File: src/icyc_map.svh
// Purpose: Constants for the instruction cycle timing sequencer
// Assumes: Counts are periods of the master clock
// Notes: Format column and addressing row pick each shift/push/call count; return and jump counts come from the format alone
// Contract
// [RULE1] Cycle count from format and addressing only
// [RULE2] All counts in master clock periods
// [RULE3] Return from interrupt: one word, 5 cycles
// [RULE4] Interrupt entry overhead takes 6 cycles
// [RULE5] Watchdog or pin reset: 4 cycles
// [RULE6] Register mode: 1 word; 1/3/4 cycles
// [RULE7] Indirect mode: 1 word; 3/4/4 cycles
// [RULE8] Autoincrement mode: 1 word; 3/5/5 cycles
// [RULE9] Immediate push/call: 2 words; 4/5 cycles
// [RULE10] Indexed/symbolic/absolute: 2 words; 4/5/5 cycles
// [RULE11] Software never uses immediate with shift group
// [RULE12] Jumps: one word, two cycles always
`ifndef ICYC_MAP_SVH
`define ICYC_MAP_SVH
`define ICYC_CYC_RETURN_FROM_INTERRUPT    4'h5
`define ICYC_CYC_IRQ     4'h6
`define ICYC_CYC_RST     4'h4
`define ICYC_CYC_JUMP    4'h2
`define ICYC_CYC_SH_REG  4'h1
`define ICYC_CYC_SH_MEM  4'h3
`define ICYC_CYC_SH_IDX  4'h4
`define ICYC_CYC_SH_BAD  4'h1
`define ICYC_CYC_PU_REG  4'h3
`define ICYC_CYC_CA_REG  4'h4
`define ICYC_CYC_PC_IND  4'h4
`define ICYC_CYC_PC_AINC 4'h5
`define ICYC_CYC_PU_IMM  4'h4
`define ICYC_CYC_CA_IMM  4'h5
`define ICYC_CYC_PC_IDX  4'h5
`define ICYC_LEN_ONE     2'h1
`define ICYC_LEN_TWO     2'h2
`define ICYC_CNT_W       4
`endif

File: src/icyc_pkg.sv
// Purpose: Types for the instruction cycle timing sequencer
// Assumes: Nothing imported by users
// Notes: Addressing modes follow the two-bit mode field plus register
package icyc_pkg;
	typedef enum logic [2:0] {
		ICYC_AM_REG  = 3'h0,
		ICYC_AM_IND  = 3'h1,
		ICYC_AM_AINC = 3'h2,
		ICYC_AM_IMM  = 3'h3,
		ICYC_AM_IDX  = 3'h4
	} icyc_am_t;
	typedef enum logic [3:0] {
		ICYC_OP_SHIFT = 4'h0, // rotate/swap/sign extend group
		ICYC_OP_PUSH  = 4'h1,
		ICYC_OP_CALL  = 4'h2,
		ICYC_OP_RETURN_FROM_INTERRUPT  = 4'h3,
		ICYC_OP_JUMP  = 4'h4
	} icyc_op_t;
	typedef enum logic [3:0] {
		ICYC_ST_IDLE = 4'h1,
		ICYC_ST_BUSY = 4'h2,
		ICYC_ST_RST  = 4'h4,
		ICYC_ST_IRQ  = 4'h8
	} icyc_st_t;
	typedef struct packed {
		icyc_op_t  op;
		icyc_am_t  am;
	} icyc_req_t;
	typedef struct packed {
		logic [1:0] words;
		logic [3:0] cycles;
		logic       bad;
	} icyc_cost_t;
	typedef struct packed {
		icyc_st_t   st;
		logic [3:0] cnt;
		logic       done;
		icyc_cost_t cost;
		logic [1:0] rst_sync;
	} icyc_state_t;
endpackage

File: src/icyc_cost.sv
// Purpose: Cycle and length lookup per format and addressing mode
// Assumes: Combinational, same clock domain as the caller
// Notes: Operation identity only selects the format column
`timescale 1ns/1ns
`include "icyc_map.svh"
module icyc_cost (
	input  wire icyc_pkg::icyc_req_t  req_i,  // Decoded format and mode
	output icyc_pkg::icyc_cost_t      cost_o  // Cycles, words, illegal flag
);
	// Table lookup; no opcode bits beyond the column enter here
	always_comb begin
		cost_o = '{words: `ICYC_LEN_ONE, cycles: 4'h1, bad: 1'b0}; // [RULE1]
		unique case (req_i.op)
			icyc_pkg::ICYC_OP_RETURN_FROM_INTERRUPT: cost_o.cycles = `ICYC_CYC_RETURN_FROM_INTERRUPT; // [RULE3]
			icyc_pkg::ICYC_OP_JUMP: cost_o.cycles = `ICYC_CYC_JUMP; // [RULE12]
			icyc_pkg::ICYC_OP_SHIFT: begin
				unique case (req_i.am)
					icyc_pkg::ICYC_AM_REG:  cost_o.cycles = `ICYC_CYC_SH_REG; // [RULE6]
					icyc_pkg::ICYC_AM_IND,
					icyc_pkg::ICYC_AM_AINC: cost_o.cycles = `ICYC_CYC_SH_MEM; // [RULE7] [RULE8]
					icyc_pkg::ICYC_AM_IMM: begin
						cost_o.cycles = `ICYC_CYC_SH_BAD; // Flagged, timing arbitrary [RULE11]
						cost_o.bad    = 1'b1;
					end
					default: begin
						cost_o.cycles = `ICYC_CYC_SH_IDX; // [RULE10]
						cost_o.words  = `ICYC_LEN_TWO;
					end
				endcase
			end
			default: begin // Push and call
				unique case (req_i.am)
					icyc_pkg::ICYC_AM_REG:
						cost_o.cycles = (req_i.op == icyc_pkg::ICYC_OP_CALL) ? `ICYC_CYC_CA_REG : `ICYC_CYC_PU_REG; // [RULE6]
					icyc_pkg::ICYC_AM_IND:  cost_o.cycles = `ICYC_CYC_PC_IND; // [RULE7]
					icyc_pkg::ICYC_AM_AINC: cost_o.cycles = `ICYC_CYC_PC_AINC; // [RULE8]
					icyc_pkg::ICYC_AM_IMM: begin
						cost_o.cycles = (req_i.op == icyc_pkg::ICYC_OP_CALL) ? `ICYC_CYC_CA_IMM : `ICYC_CYC_PU_IMM; // [RULE9]
						cost_o.words  = `ICYC_LEN_TWO;
					end
					default: begin
						cost_o.cycles = `ICYC_CYC_PC_IDX; // [RULE10]
						cost_o.words  = `ICYC_LEN_TWO;
					end
				endcase
			end
		endcase
	end
endmodule // icyc_cost

File: src/icyc_seq.sv
// Purpose: Sequences instruction, interrupt and reset overhead in master clocks
// Assumes: Decoder presents one request with start_i; pin reset is asynchronous
// Notes: Resets outrank interrupts, which outrank instructions
`timescale 1ns/1ns
`include "icyc_map.svh"
module icyc_seq (
	input  wire logic               mclk_i,      // Master clock, 10 MHz
	input  wire logic               rst_i,       // Synchronous reset, high
	input  wire logic               ce_i,        // Clock enable, freezes state
	input  wire icyc_pkg::icyc_req_t req_i,      // Format and mode of instruction
	input  wire logic               start_i,     // Begin instruction, same domain
	input  wire logic               irq_i,       // Interrupt accepted, same domain
	input  wire logic               wdt_rst_i,   // Watchdog reset request
	input  wire logic               pin_rst_i,   // Reset pin level, async
	output logic                    ready_o,     // Idle, may start
	output logic                    done_o,      // One-cycle end of sequence
	output logic [1:0]              words_o,     // Code words of last instruction
	output logic [3:0]              cycles_o,    // Cycle count of last instruction
	output logic                    illegal_o    // Immediate used with shift group
);
	icyc_pkg::icyc_state_t s_q, s_d;
	icyc_pkg::icyc_cost_t  cost;
	logic                  pin_s3_q;
	logic                  pin_rst;

	icyc_cost u_cost (
		.req_i  (req_i),
		.cost_o (cost)
	);

	// Third stage of the pin synchroniser; only stage two and three are compared
	always_ff @(posedge mclk_i) begin
		if (rst_i)
			pin_s3_q <= 1'b0;
		else if (ce_i)
			pin_s3_q <= s_q.rst_sync[1];
	end
	assign pin_rst = s_q.rst_sync[1] & pin_s3_q;

	// Next state: counter loads cost minus one so a count of N lasts N clocks
	always_comb begin
		s_d = s_q;
		s_d.done = 1'b0;
		s_d.rst_sync = {s_q.rst_sync[0], pin_rst_i};
		unique case (s_q.st)
			icyc_pkg::ICYC_ST_IDLE: begin
				if (wdt_rst_i || pin_rst) begin
					s_d.st  = icyc_pkg::ICYC_ST_RST;
					s_d.cnt = `ICYC_CYC_RST - 4'h1; // [RULE5]
				end else if (irq_i) begin
					s_d.st  = icyc_pkg::ICYC_ST_IRQ;
					s_d.cnt = `ICYC_CYC_IRQ - 4'h1; // [RULE4]
				end else if (start_i) begin
					s_d.st   = icyc_pkg::ICYC_ST_BUSY;
					s_d.cost = cost;
					s_d.cnt  = cost.cycles - 4'h1; // [RULE2]
				end
			end
			default: begin
				if ((wdt_rst_i || pin_rst) && s_q.st != icyc_pkg::ICYC_ST_RST) begin
					s_d.st  = icyc_pkg::ICYC_ST_RST;
					s_d.cnt = `ICYC_CYC_RST - 4'h1; // [RULE5]
				end else if (s_q.cnt == 4'h0) begin
					s_d.st   = icyc_pkg::ICYC_ST_IDLE;
					s_d.done = 1'b1;
				end else
					s_d.cnt = s_q.cnt - 4'h1;
			end
		endcase
	end

	// State register, frozen while the clock enable is low
	always_ff @(posedge mclk_i) begin
		if (rst_i)
			s_q <= '{st: icyc_pkg::ICYC_ST_IDLE, cnt: 4'h0, done: 1'b0,
			         cost: '{words: 2'h0, cycles: 4'h0, bad: 1'b0}, rst_sync: 2'h0};
		else if (ce_i)
			s_q <= s_d;
	end

	// Handshake output combinational, data outputs straight from flops
	assign ready_o   = (s_q.st == icyc_pkg::ICYC_ST_IDLE);
	assign done_o    = s_q.done;
	assign words_o   = s_q.cost.words;
	assign cycles_o  = s_q.cost.cycles;
	assign illegal_o = s_q.cost.bad;

	// Count cycles spent busy to check totals
	logic [3:0] run_q;
	always_ff @(posedge mclk_i) begin
		if (rst_i || ready_o)
			run_q <= 4'h1;
		else if (ce_i)
			run_q <= run_q + 4'h1;
	end

	chk_return_from_interrupt_len: assert property (@(posedge mclk_i) disable iff (rst_i) // [RULE3]
		(ce_i && ready_o && start_i && !irq_i && !wdt_rst_i && !pin_rst && req_i.op == icyc_pkg::ICYC_OP_RETURN_FROM_INTERRUPT)
		|=> cycles_o == 4'h5 && words_o == 2'h1) else $error("return_from_interrupt cost wrong");
	chk_jump_len: assert property (@(posedge mclk_i) disable iff (rst_i) // [RULE12]
		(ce_i && ready_o && start_i && !irq_i && !wdt_rst_i && !pin_rst && req_i.op == icyc_pkg::ICYC_OP_JUMP)
		|=> cycles_o == 4'h2 && words_o == 2'h1) else $error("jump cost wrong");
	chk_irq_span: assert property (@(posedge mclk_i) disable iff (rst_i) // [RULE4]
		(s_q.st == icyc_pkg::ICYC_ST_IRQ && s_q.cnt == 4'h0) |-> run_q == 4'h6) else $error("irq span");
	chk_rst_count: assert property (@(posedge mclk_i) disable iff (rst_i) // [RULE5]
		(ce_i && ready_o && wdt_rst_i) |=> s_q.st == icyc_pkg::ICYC_ST_RST && s_q.cnt == 4'h3) else $error("reset count");
	chk_shift_reg: assert property (@(posedge mclk_i) disable iff (rst_i) // [RULE6]
		(req_i.op == icyc_pkg::ICYC_OP_SHIFT && req_i.am == icyc_pkg::ICYC_AM_REG) |-> cost.cycles == 4'h1) else $error("shift reg");
	chk_push_ind: assert property (@(posedge mclk_i) disable iff (rst_i) // [RULE7]
		(req_i.op == icyc_pkg::ICYC_OP_PUSH && req_i.am == icyc_pkg::ICYC_AM_IND) |-> cost.cycles == 4'h4) else $error("push ind");
	chk_call_ainc: assert property (@(posedge mclk_i) disable iff (rst_i) // [RULE8]
		(req_i.op == icyc_pkg::ICYC_OP_CALL && req_i.am == icyc_pkg::ICYC_AM_AINC) |-> cost.cycles == 4'h5) else $error("call ainc");
	chk_call_imm: assert property (@(posedge mclk_i) disable iff (rst_i) // [RULE9]
		(req_i.op == icyc_pkg::ICYC_OP_CALL && req_i.am == icyc_pkg::ICYC_AM_IMM) |-> cost.cycles == 4'h5 && cost.words == 2'h2)
		else $error("call imm");
	chk_shift_idx: assert property (@(posedge mclk_i) disable iff (rst_i) // [RULE10]
		(req_i.op == icyc_pkg::ICYC_OP_SHIFT && req_i.am == icyc_pkg::ICYC_AM_IDX) |-> cost.cycles == 4'h4 && cost.words == 2'h2)
		else $error("shift idx");
	chk_done_time: assert property (@(posedge mclk_i) disable iff (rst_i) // [RULE2]
		(ce_i && ready_o && start_i && !irq_i && !wdt_rst_i && !pin_rst && req_i.op == icyc_pkg::ICYC_OP_JUMP)
		##1 ce_i [*2] |=> done_o) else $error("jump end late");
	cov_irq: cover property (@(posedge mclk_i) s_q.st == icyc_pkg::ICYC_ST_IRQ ##[1:8] done_o);
	cov_rst: cover property (@(posedge mclk_i) s_q.st == icyc_pkg::ICYC_ST_RST ##[1:8] done_o);
	cov_bad: cover property (@(posedge mclk_i) illegal_o);
	cov_abort: cover property (@(posedge mclk_i) ce_i && s_q.st == icyc_pkg::ICYC_ST_BUSY && wdt_rst_i);
	cov_freeze: cover property (@(posedge mclk_i) !ce_i && s_q.st == icyc_pkg::ICYC_ST_BUSY);

	// A pulse, not a level: idle can never end a sequence on the very next edge
	chk_done_pulse: assert property (@(posedge mclk_i) disable iff (rst_i) // [RULE2]
		(ce_i && done_o) |=> !done_o) else $error("done longer than one cycle");
	// Requests are refused while busy, so the shown cost must not move
	chk_busy_hold: assert property (@(posedge mclk_i) disable iff (rst_i) // [RULE1]
		(ce_i && !ready_o) |=> $stable(cycles_o) && $stable(words_o)) else $error("cost changed while busy");
	// A watchdog request cuts short any running instruction or interrupt sequence, but not a running reset sequence
	chk_rst_abort: assert property (@(posedge mclk_i) disable iff (rst_i) // [RULE5]
		(ce_i && !ready_o && s_q.st != icyc_pkg::ICYC_ST_RST && wdt_rst_i)
		|=> s_q.st == icyc_pkg::ICYC_ST_RST && s_q.cnt == 4'h3) else $error("reset did not abort");
	// Disabled clocks must not count toward any sequence
	chk_freeze: assert property (@(posedge mclk_i) disable iff (rst_i) // [RULE2]
		!ce_i |=> $stable(s_q)) else $error("state moved while disabled");
endmodule // icyc_seq

File: config.mk
export PLATFORM = sky130hd
export DESIGN_NAME = icyc_seq
export DESIGN_NICKNAME = d
export VERILOG_FILES = /design/src/icyc_pkg.sv /design/src/icyc_cost.sv /design/src/icyc_seq.sv
export VERILOG_INCLUDE_DIRS = /design/src
export SDC_FILE = /design/constraint.sdc
export NUM_CORES = 1
export LEC_CHECK = 0
export ABC_AREA = 1
export BUFFER_PORTS_ARGS = -buffer_cell sky130_fd_sc_hd__buf_4
export CORE_UTILIZATION = 57
export DETAILED_ROUTE_END_ITERATION = 10
export GPL_TIMING_DRIVEN = 0
export PLACE_DENSITY = 0.89
export SLEW_MARGIN = 20
export SYNTH_ARGS = -nofsm -noshare
export SYNTH_HDL_FRONTEND = slang
export SYNTH_SLANG_ARGS = --single-unit
File: constraint.sdc
create_clock -name mclk_i -period 5.1 [get_ports mclk_i]
set_clock_uncertainty 0.1 [all_clocks]
set_input_delay 1.02 -clock mclk_i [delete_from_list [all_inputs] [get_ports mclk_i]]
set_output_delay 1.02 -clock mclk_i [all_outputs]
set_load 0.01 [all_outputs]
; ---- Word-level counts from Yosys, hierarchy flattened
; Cells that the tools add are included.
[word_totals]
out_inout_bits = 9
reg_bits = 19
in_bits = 14
elab_cells = 57
[classes]
n_eq_ne = 10
reduce_logical = 14
bitwise_logic = 3
muxes = 20
n_addsub = 2
[op_table]
columns = operator, count
row1 = $mux 8, 5
row2 = $pmux 4 s3, 2
row3 = $eq 4x2->1 const B, 2
row4 = $logic_not 4->1, 2
row5 = $mux 4, 2
row6 = $ne 4x3->1 const B, 2
row7 = $sub 4x1->4 const B, 2
row8 = $eq 3x2->1 const B, 2
row9 = $mux 1, 6
row10 = $pmux 3 s2, 1
row11 = $reduce_and 3->1, 2
row12 = $reduce_or 2->1, 3
row13 = $reduce_and 5->1, 1
row14 = $eq 4x1->1 const B, 1
row15 = $eq 4x3->1 const B, 1
row16 = $mux 2, 2
row17 = $pmux 2 s2, 1
row18 = $reduce_or 4->1, 1
row19 = $eq 3x1->1 const B, 1
row20 = $logic_not 3->1, 1
row21 = $mux 3, 1
row22 = $ne 3x3->1 const B, 1
row23 = $reduce_bool 3->1, 1
row24 = $reduce_or 3->1, 1
row25 = other kinds (4), 5

; ---- Depth between registers and ports, before layout
; Gate-level depths: netlist of the first run.
[logic_depth]
depth_word = 9
ltp_mapped = 13
mapped_depth_nobuf = 13

; ---- Hierarchy
; From an unflattened synthesis of the first run, not the netlist that was laid out.
[unflattened]
hier_cells = 199
hier_area_um2 = 1275.0
[by_module_without_submodules]
columns = mod, n_inst, area_per_inst_um2, cells_each, seq_area_each_um2
row1 = icyc_seq, 1, 1071.0, 154, 380.4
row2 = icyc_cost, 1, 203.9, 45, 0.0

; ---- Worst setup path after synthesis of the first run
; Ideal clock, no wire load.
[synth_path]
path_type = input-to-reg
startpoint = input req_i[4] in the netlist's numbering
endpoint = register s_q[11] in the netlist's numbering
cell_stages = 11
arrival_ps = 2255
path_buffers = 0
required_ps = 4936
setup_time_ps = 64
setup_slack_ps = 2682
cell_sequence = nor2_1 nand2_1 nor2_1 or2_2 nand2_1 ha_1 o21ai_0 nand2_1 nand2_2 nand2_1 nor2_1
[synth_via]
elab_chain_len = 9
elab_cells_between_ends = 13
cone_classes = add/sub (1) / eq/ne (3) / mux (8) / reduce/logical (1)
[synth_rtl]
columns = item, line
row1 = "start, declared", icyc_seq.sv:10  ; input wire icyc_pkg::icyc_req_t req_i,
row2 = $eq 4x2->1, "icyc_cost.sv:34, icyc_cost.sv:38"
row3 = $mux 1 (no line) / $mux 3 (equally long branches), -
row4 = $pmux 4 s3, icyc_cost.sv:32  ; unique case (req_i.am)
row5 = $pmux 4 s3 *, icyc_cost.sv:13  ; unique case (req_i.op)
row6 = $sub 4x1->4 *, icyc_seq.sv:56  ; s_d.cnt = cost.cycles - 4'h1;
row7 = $mux 8 *, icyc_seq.sv:53  ; end else if (start_i) begin
row8 = $mux 8 *, icyc_seq.sv:50  ; end else if (irq_i) begin
row9 = $mux 8 *, icyc_seq.sv:47  ; if (wdt_rst_i || pin_rst) begin
row10 = $mux 8 *, icyc_seq.sv:45  ; unique case (s_q.st)
row11 = "end signal, assigned", icyc_seq.sv:75  ; s_q <= '{st: icyc_pkg::ICYC_ST_IDLE, cnt: 4'h0, done: 1'b0,
row12 = "end, declared", icyc_seq.sv:21  ; icyc_pkg::icyc_state_t s_q, s_d;
; Mark *: on every way between the ends. The rest lies on a longest branch, timed or not. The select of a mux whose other input is x is not followed.
; A chain may end at the register's enable or synchronous reset.

; ---- Worst setup path in the final report of the first run
; Same ends and word-level chain as after synthesis.

==> results of run 1 <==
worst min-delay path: stages (launching register included):
cell	delay, ns
dfxtp_1	0.32
nand2_1	0.06
a21oi_1	0.06
power groups by stage:
| stage | sequential (mW) | combinational [mW] | clock, mW |
|---|---|---|---|
| after floorplan | 0.158 | 0.0740 | 0 |
| after global placement | 0.159 | 0.0976 | 0 |
| after detailed placement | 0.160 | 0.102 | 0 |
| after CTS | 0.156 | 0.103 | 0.0731 |
| after global routing | 0.158 | 0.116 | 0.0776 |
| final | 0.157 | 0.103 | 0.0723 |
stage by stage:
step	total power, mW	utilization (%)	setup slack, ns	hold WS, ns	cell area (sq um)
after floorplan	0.232	-	2.68	0.335	1140
after global placement	0.257	73.5	2.37	0.351	1330
after detailed placement	0.262	73.5	2.34	0.366	1330
after CTS	0.333	74.8	2.64	0.380	1350
after global routing	0.351	74.8	2.43	0.402	1350
final	0.332	74.8	2.62	0.375	1350
Yosys cell counts:
cell type	count
a21o_1	1
a21oi_1	11
buf_4	7
clkbuf_8	1
conb_1	1
dfxtp_1	18
ha_1	2
inv_1	19
inv_2	2
inv_4	1
nand2_1	41
nand2_2	2
nand2_4	1
nand3_1	17
nand3_2	3
nand3_4	1
nand4_1	2
nor2_1	26
nor2_2	1
nor2_4	2
nor3_4	1
o21ai_0	9
or2_2	2
xor2_1	2
worst max-delay path by stage:
stage                     startpoint      end  slack, ns
final                       req_i[4]  s_q[11]       2.62
after global routing        req_i[6]  s_q[11]       2.43
after CTS                   req_i[4]  s_q[11]       2.64
after detailed placement    req_i[6]  s_q[11]       2.34
after global placement      req_i[4]  s_q[11]       2.37
after floorplan             req_i[4]  s_q[11]       2.68
cell families after synthesis:
logic type	share of synthesized area (%)
compound gates	9.41
xor+xnor	1.53
fa+ha+maj	2.19
buf+inv	13.2
flops	31.5
other cells	0.328
simple gates	41.8
sequential cells by signal, indices dropped and copies added (netlist names):
| register | count |
|---|---|
| s_q | 9 |
| cycles_o | 3 |
| words_o | 2 |
| done_o | 1 |
| illegal_o | 1 |
| pin_s3_q | 1 |
| s_d | 1 |
metal layers:
layer | track usage, % | wire [um] | vias up | part of all wire, %
met5 | 0 | 0 | - | 0
met1 | 30.5 | 1060 | 531 | 42
li1 | - | - | 588 | -
met4 | 12.6 | 43 | 0 | 1.7
met3 | 5.00 | 146 | 7 | 5.8
met2 | 48.1 | 1290 | 33 | 51
area by class of cell:
| type | instances | area [sq um] |
|---|---|---|
| Buffer | 8 | 66.3 |
| Tap cell | 25 | 31.3 |
| Inverter | 22 | 85.1 |
| Fill cell | 156 | 454 |
| Timing Repair Buffer | 20 | 150 |
| Multi-Input combinational cell | 125 | 632 |
| Clock buffer | 3 | 22.5 |
| Sequential cell | 18 | 360 |
==> results.sh, run 1 <==
export IMPL_status="completed"
export IMPL_cts_hold_buf=0
export IMPL_mostFrequentLayoutCells="nand2_1, buf_4, nor2_1, inv_1, dfxtp_1"
export IMPL_path_cells="buf_4 -> nor2_1 -> nand2_1 -> nor2_1 -> or2_2 -> nand2_1 -> ha_1 -> o21ai_0 -> nand2_1 -> nand2_2 -> nand2_1 -> nor2_1"
export IMPL_grt_pass1_vias=1032
export IMPL_grt_max_degree=11
export IMPL_crit_type="in -> reg"
export IMPL_layout_commonest_cell="nand2_1"
export IMPL_worstPathMaxFanout=4
export IMPL_min_from="done_o"
export IMPL_synth_top_cell_by_area="dfxtp_1"
export IMPL_power_density_nw_per_um2=246
export IMPL_whs_path_depth=2
export IMPL_hpwl_um=2060
export IMPL_min_path_type="reg -> reg"
export IMPL_gr_total_overflow=0
export IMPL_pwr_share_seq_pct=47.1
export IMPL_yosysUniqueCellTypes=24
export IMPL_placedCellCount=218
export IMPL_cp_required_ns=5.25
export IMPL_grt_pass1_wl_um=4100
export IMPL_synthCells=173
export IMPL_cp_arrival_ns=2.62
export IMPL_ant_nets=0
export IMPL_synthToLayoutAreaGrowth_pct=17.8
export IMPL_cpPeakStageDelay_ns=0.29
export IMPL_min_period_ns=2.48
export IMPL_cts_setup_buffers=0
export IMPL_clk_pin_slew_ns=0.10
export IMPL_drive_gt1_share_pct=24.0
export IMPL_crit_buf_inv=1
export IMPL_finalSetupViolCount=0
export IMPL_pwr_share_comb_pct=31.1
export IMPL_ys_ff_latch=18
export IMPL_pin_count=23
export IMPL_cp_common_cell="nand2_1"
export IMPL_cts_made_buffers=3
export IMPL_dr_pass1_iters=4
export IMPL_yosysWarnings=0
export IMPL_timing_fmax_mhz=404
export IMPL_die_y_um=46.8
export IMPL_viasPerCell=5.24
export IMPL_htree_levels=1
export IMPL_syn_area_per_cell_sq_um=6.61
export IMPL_r2r_start="s_q[16]"
export IMPL_rsz0062_at_grt="no"
export IMPL_critical_path_startpoint_type="input pin"
export IMPL_maxCapViolations=0
export IMPL_cp_slowest_cell="ha_1"
export IMPL_yosys_top_cells_area="dfxtp_1, nand2_1, nor2_1"
export IMPL_crit_cells=12
export IMPL_finalHoldViolCount=0
export IMPL_synth_net_count=189
export IMPL_p_leak_nw=0.711
export IMPL_synthDominantCellAreaShare_pct=31.5
export IMPL_rows=15
export IMPL_core_sq_um=1800
export IMPL_diodes=0
export IMPL_clock_sinks=18
export IMPL_max_vdd_ir_drop_uv=188
export IMPL_grt_use_total_pct=26.8
export IMPL_drt_iter0_markers=21
export IMPL_clock_path_buffers=2
export IMPL_die_area_sq_um=2190
export IMPL_endpoint_kind="flip-flop"
export IMPL_yosysSeqAreaShare_pct=31.5
export IMPL_nNetsFinal=214
export IMPL_p_sw_uw=113
export IMPL_drcViolationCount=0
export IMPL_place_congestion=0.790
export IMPL_syn_cell_area_sq_um=1140
export IMPL_clkLatencyLatePin_ns=0.30
export IMPL_die_w_um=46.8
export IMPL_r2r_setup_slack_ns=3.55
export IMPL_port_buffers=20
export IMPL_critPathTopFamily="simple AND/OR/NAND/NOR gates"
export IMPL_initial_core_util_pct=63.5
export IMPL_p_sw_share_pct=34.0
export IMPL_wl_per_cell_um=11.5
export IMPL_r2r_cells=8
export IMPL_fin_cells=221
export IMPL_cts_resized=0
export IMPL_antenna_found_initial=0
export IMPL_vias=1159
export IMPL_clockPowerShare_pct=21.8
export IMPL_routed_wl_um=2540
export IMPL_regToRegEndpoint="cycles_o[2]"
export IMPL_setup_tns_ns=0
export IMPL_slew_viol_final=0
export IMPL_cts_tree="built"
export IMPL_hold_end="done_o"
export IMPL_fin_crit_sh_pct=48.5
export IMPL_intPower_uw=219
export IMPL_root_buffer="clkbuf_4"
(Power assumes the default switching activity.)
==> run 2: changes to the inputs <==
--- a/config.mk
+++ b/config.mk
@@ -8,10 +8,10 @@
 export LEC_CHECK = 0
 export ABC_AREA = 1
 export BUFFER_PORTS_ARGS = -buffer_cell sky130_fd_sc_hd__buf_4
-export CORE_UTILIZATION = 57
+export CORE_UTILIZATION = 53
 export DETAILED_ROUTE_END_ITERATION = 10
 export GPL_TIMING_DRIVEN = 0
-export PLACE_DENSITY = 0.89
+export PLACE_DENSITY = 0.84
 export SLEW_MARGIN = 20
 export SYNTH_ARGS = -nofsm -noshare
 export SYNTH_HDL_FRONTEND = slang
==> constraint.sdc (replaced) <==
create_clock -name mclk_i -period 2.5 [get_ports mclk_i]
set_clock_uncertainty 0.1 [all_clocks]
set_input_delay 0.5 -clock mclk_i [delete_from_list [all_inputs] [get_ports mclk_i]]
set_output_delay 0.5 -clock mclk_i [all_outputs]
set_load 0.01 [all_outputs]
==> run 2 against run 1 <==
Net effect: cell area rose by 1.2%; die area grew 7.2%; first-iteration DRC count down 9.5%; critical endpoint unchanged.
==> results.sh, run 2 (synthesis gave the netlist of run 1 again) <==
export IMPL_status="completed"
export IMPL_fin_crit_sh_pct=81.3
export IMPL_cts_tree="built"
export IMPL_initial_core_util_pct=57.1
export IMPL_mostFrequentLayoutCells="nand2_1, buf_4, nor2_1, inv_1, dfxtp_1"
export IMPL_nNetsFinal=214
export IMPL_vias=1173
export IMPL_fillers=188
export IMPL_diodes=0
export IMPL_hpwl_um=2020
export IMPL_startpoint="req_i[4]"
export IMPL_min_path_type="in -> reg"
export IMPL_setup_tns_ns=0
export IMPL_timing_fmax_mhz=492
export IMPL_port_buffers=20
export IMPL_grt_pass1_wl_um=4670
export IMPL_crit_type="in -> reg"
export IMPL_power_density_nw_per_um2=528
export IMPL_root_buffer="clkbuf_4"
export IMPL_placedCellCount=220
export IMPL_synthToLayoutAreaGrowth_pct=19.3
export IMPL_cts_made_buffers=3
export IMPL_cts_hold_buf=0
export IMPL_gr_total_overflow=0
export IMPL_worstPathMaxFanout=4
export IMPL_place_congestion=0.822
export IMPL_cp_required_ns=2.65
export IMPL_slew_viol_final=0
export IMPL_rsz0062_at_grt="no"
export IMPL_clock_path_buffers=2
export IMPL_htree_levels=1
export IMPL_drive_gt1_share_pct=24.4
export IMPL_design_area_sq_um=1360
export IMPL_r2r_start="s_q[15]"
export IMPL_largest_register="s_q"
export IMPL_max_vdd_ir_drop_uv=366
export IMPL_dr_pass1_iters=4
export IMPL_largest_reg_flops=9
export IMPL_finalHoldViolCount=0
export IMPL_die_w_um=48.5
export IMPL_grt_use_total_pct=25.7
export IMPL_clkLatencyLatePin_ns=0.30
export IMPL_clk_pin_slew_ns=0.11
export IMPL_min_period_ns=2.03
export IMPL_layout_commonest_cell="nand2_1"
export IMPL_p_leak_nw=0.718
export IMPL_die_area_sq_um=2350
export IMPL_rows=16
export IMPL_fin_ws_ns=0.468
export IMPL_die_y_um=48.5
export IMPL_antenna_found_initial=0
export IMPL_min_from="rst_i"
export IMPL_clock_sinks=18
export IMPL_endpoint_kind="flip-flop"
export IMPL_cts_setup_buffers=0
export IMPL_critical_path_startpoint_type="input pin"
export IMPL_pin_count=23
export IMPL_fin_cells=224
export IMPL_grt_pass1_vias=1172
export IMPL_core_sq_um=2000
export IMPL_drt_iter0_markers=19
export IMPL_hold_ws_ns=0.285
export IMPL_cts_resized=0
export IMPL_finalSetupViolCount=0
export IMPL_place_area_sq_um=1330
export IMPL_cp_arrival_ns=2.18
export IMPL_maxCapViolations=0
export IMPL_ant_nets=0
export IMPL_dp_slack_ns=0.235
export IMPL_wl_per_cell_um=11.7
export IMPL_grt_max_degree=11
export IMPL_drcViolationCount=0
export IMPL_viasPerCell=5.24
export IMPL_routed_wl_um=2620
[run 2: final timing paths]
| check | endpoint | slack (ns) | cells after the start |
|---|---|---|---|
| setup / recovery | s_q[11] | 0.47 | 13 |
| hold / removal | s_q[16] | 0.29 | 2 |
| setup reg to reg | s_q[17] | 0.97 | 8 |
| hold reg to reg | s_q[16] | 0.36 | 2 |
[run 2: power by group]
group,internal [mW],leakage (nW),switching [mW],total [mW]
Combinational,0.0844,0.549,0.132,0.216
Clock,0.0889,0.0210,0.0967,0.186
Sequential,0.307,0.148,0.0118,0.319
[run 2: layout make-up]
type	count	area [sq um]	area share, %
flip-flops and latches	18	360	26.4
repair buffers	20	150	11.0
plain buffers	8	66.3	4.86
inverters	22	85.1	6.24
well taps	27	33.8	2.48
multi-input cells	125	632	46.3
clock buffers	4	36.3	2.66
[run 2: metrics by stage]
| step | total power [mW] | utilization [%] |
|---|---|---|
| final | 0.720 | 68.1 |
| after global routing | 0.766 | 68.1 |
| after CTS | 0.721 | 68.1 |
| after detailed placement | 0.538 | 66.3 |
| after global placement | 0.524 | 66.3 |
| after floorplan | 0.474 | - |
[run 2: layer usage]
layer | vias to the layer above | GRT usage, % | routed length [um]
met4 | 0 | 14.7 | 109
met3 | 18 | 5.03 | 124
li1 | 591 | - | -
met1 | 531 | 27.9 | 1090
met5 | - | 0 | 0
met2 | 33 | 46.2 | 1300
[run 2: critical path, stage by stage]
cell	delay [ns]
buf_4	0.12
nor2_1	0.21
nand2_1	0.09
nor2_1	0.21
nand3_1	0.12
nand3_1	0.10
nand2_1	0.10
ha_1	0.29
o21ai_0	0.16
nand2_1	0.10
nand2_2	0.07
nand2_1	0.04
nor2_1	0.07
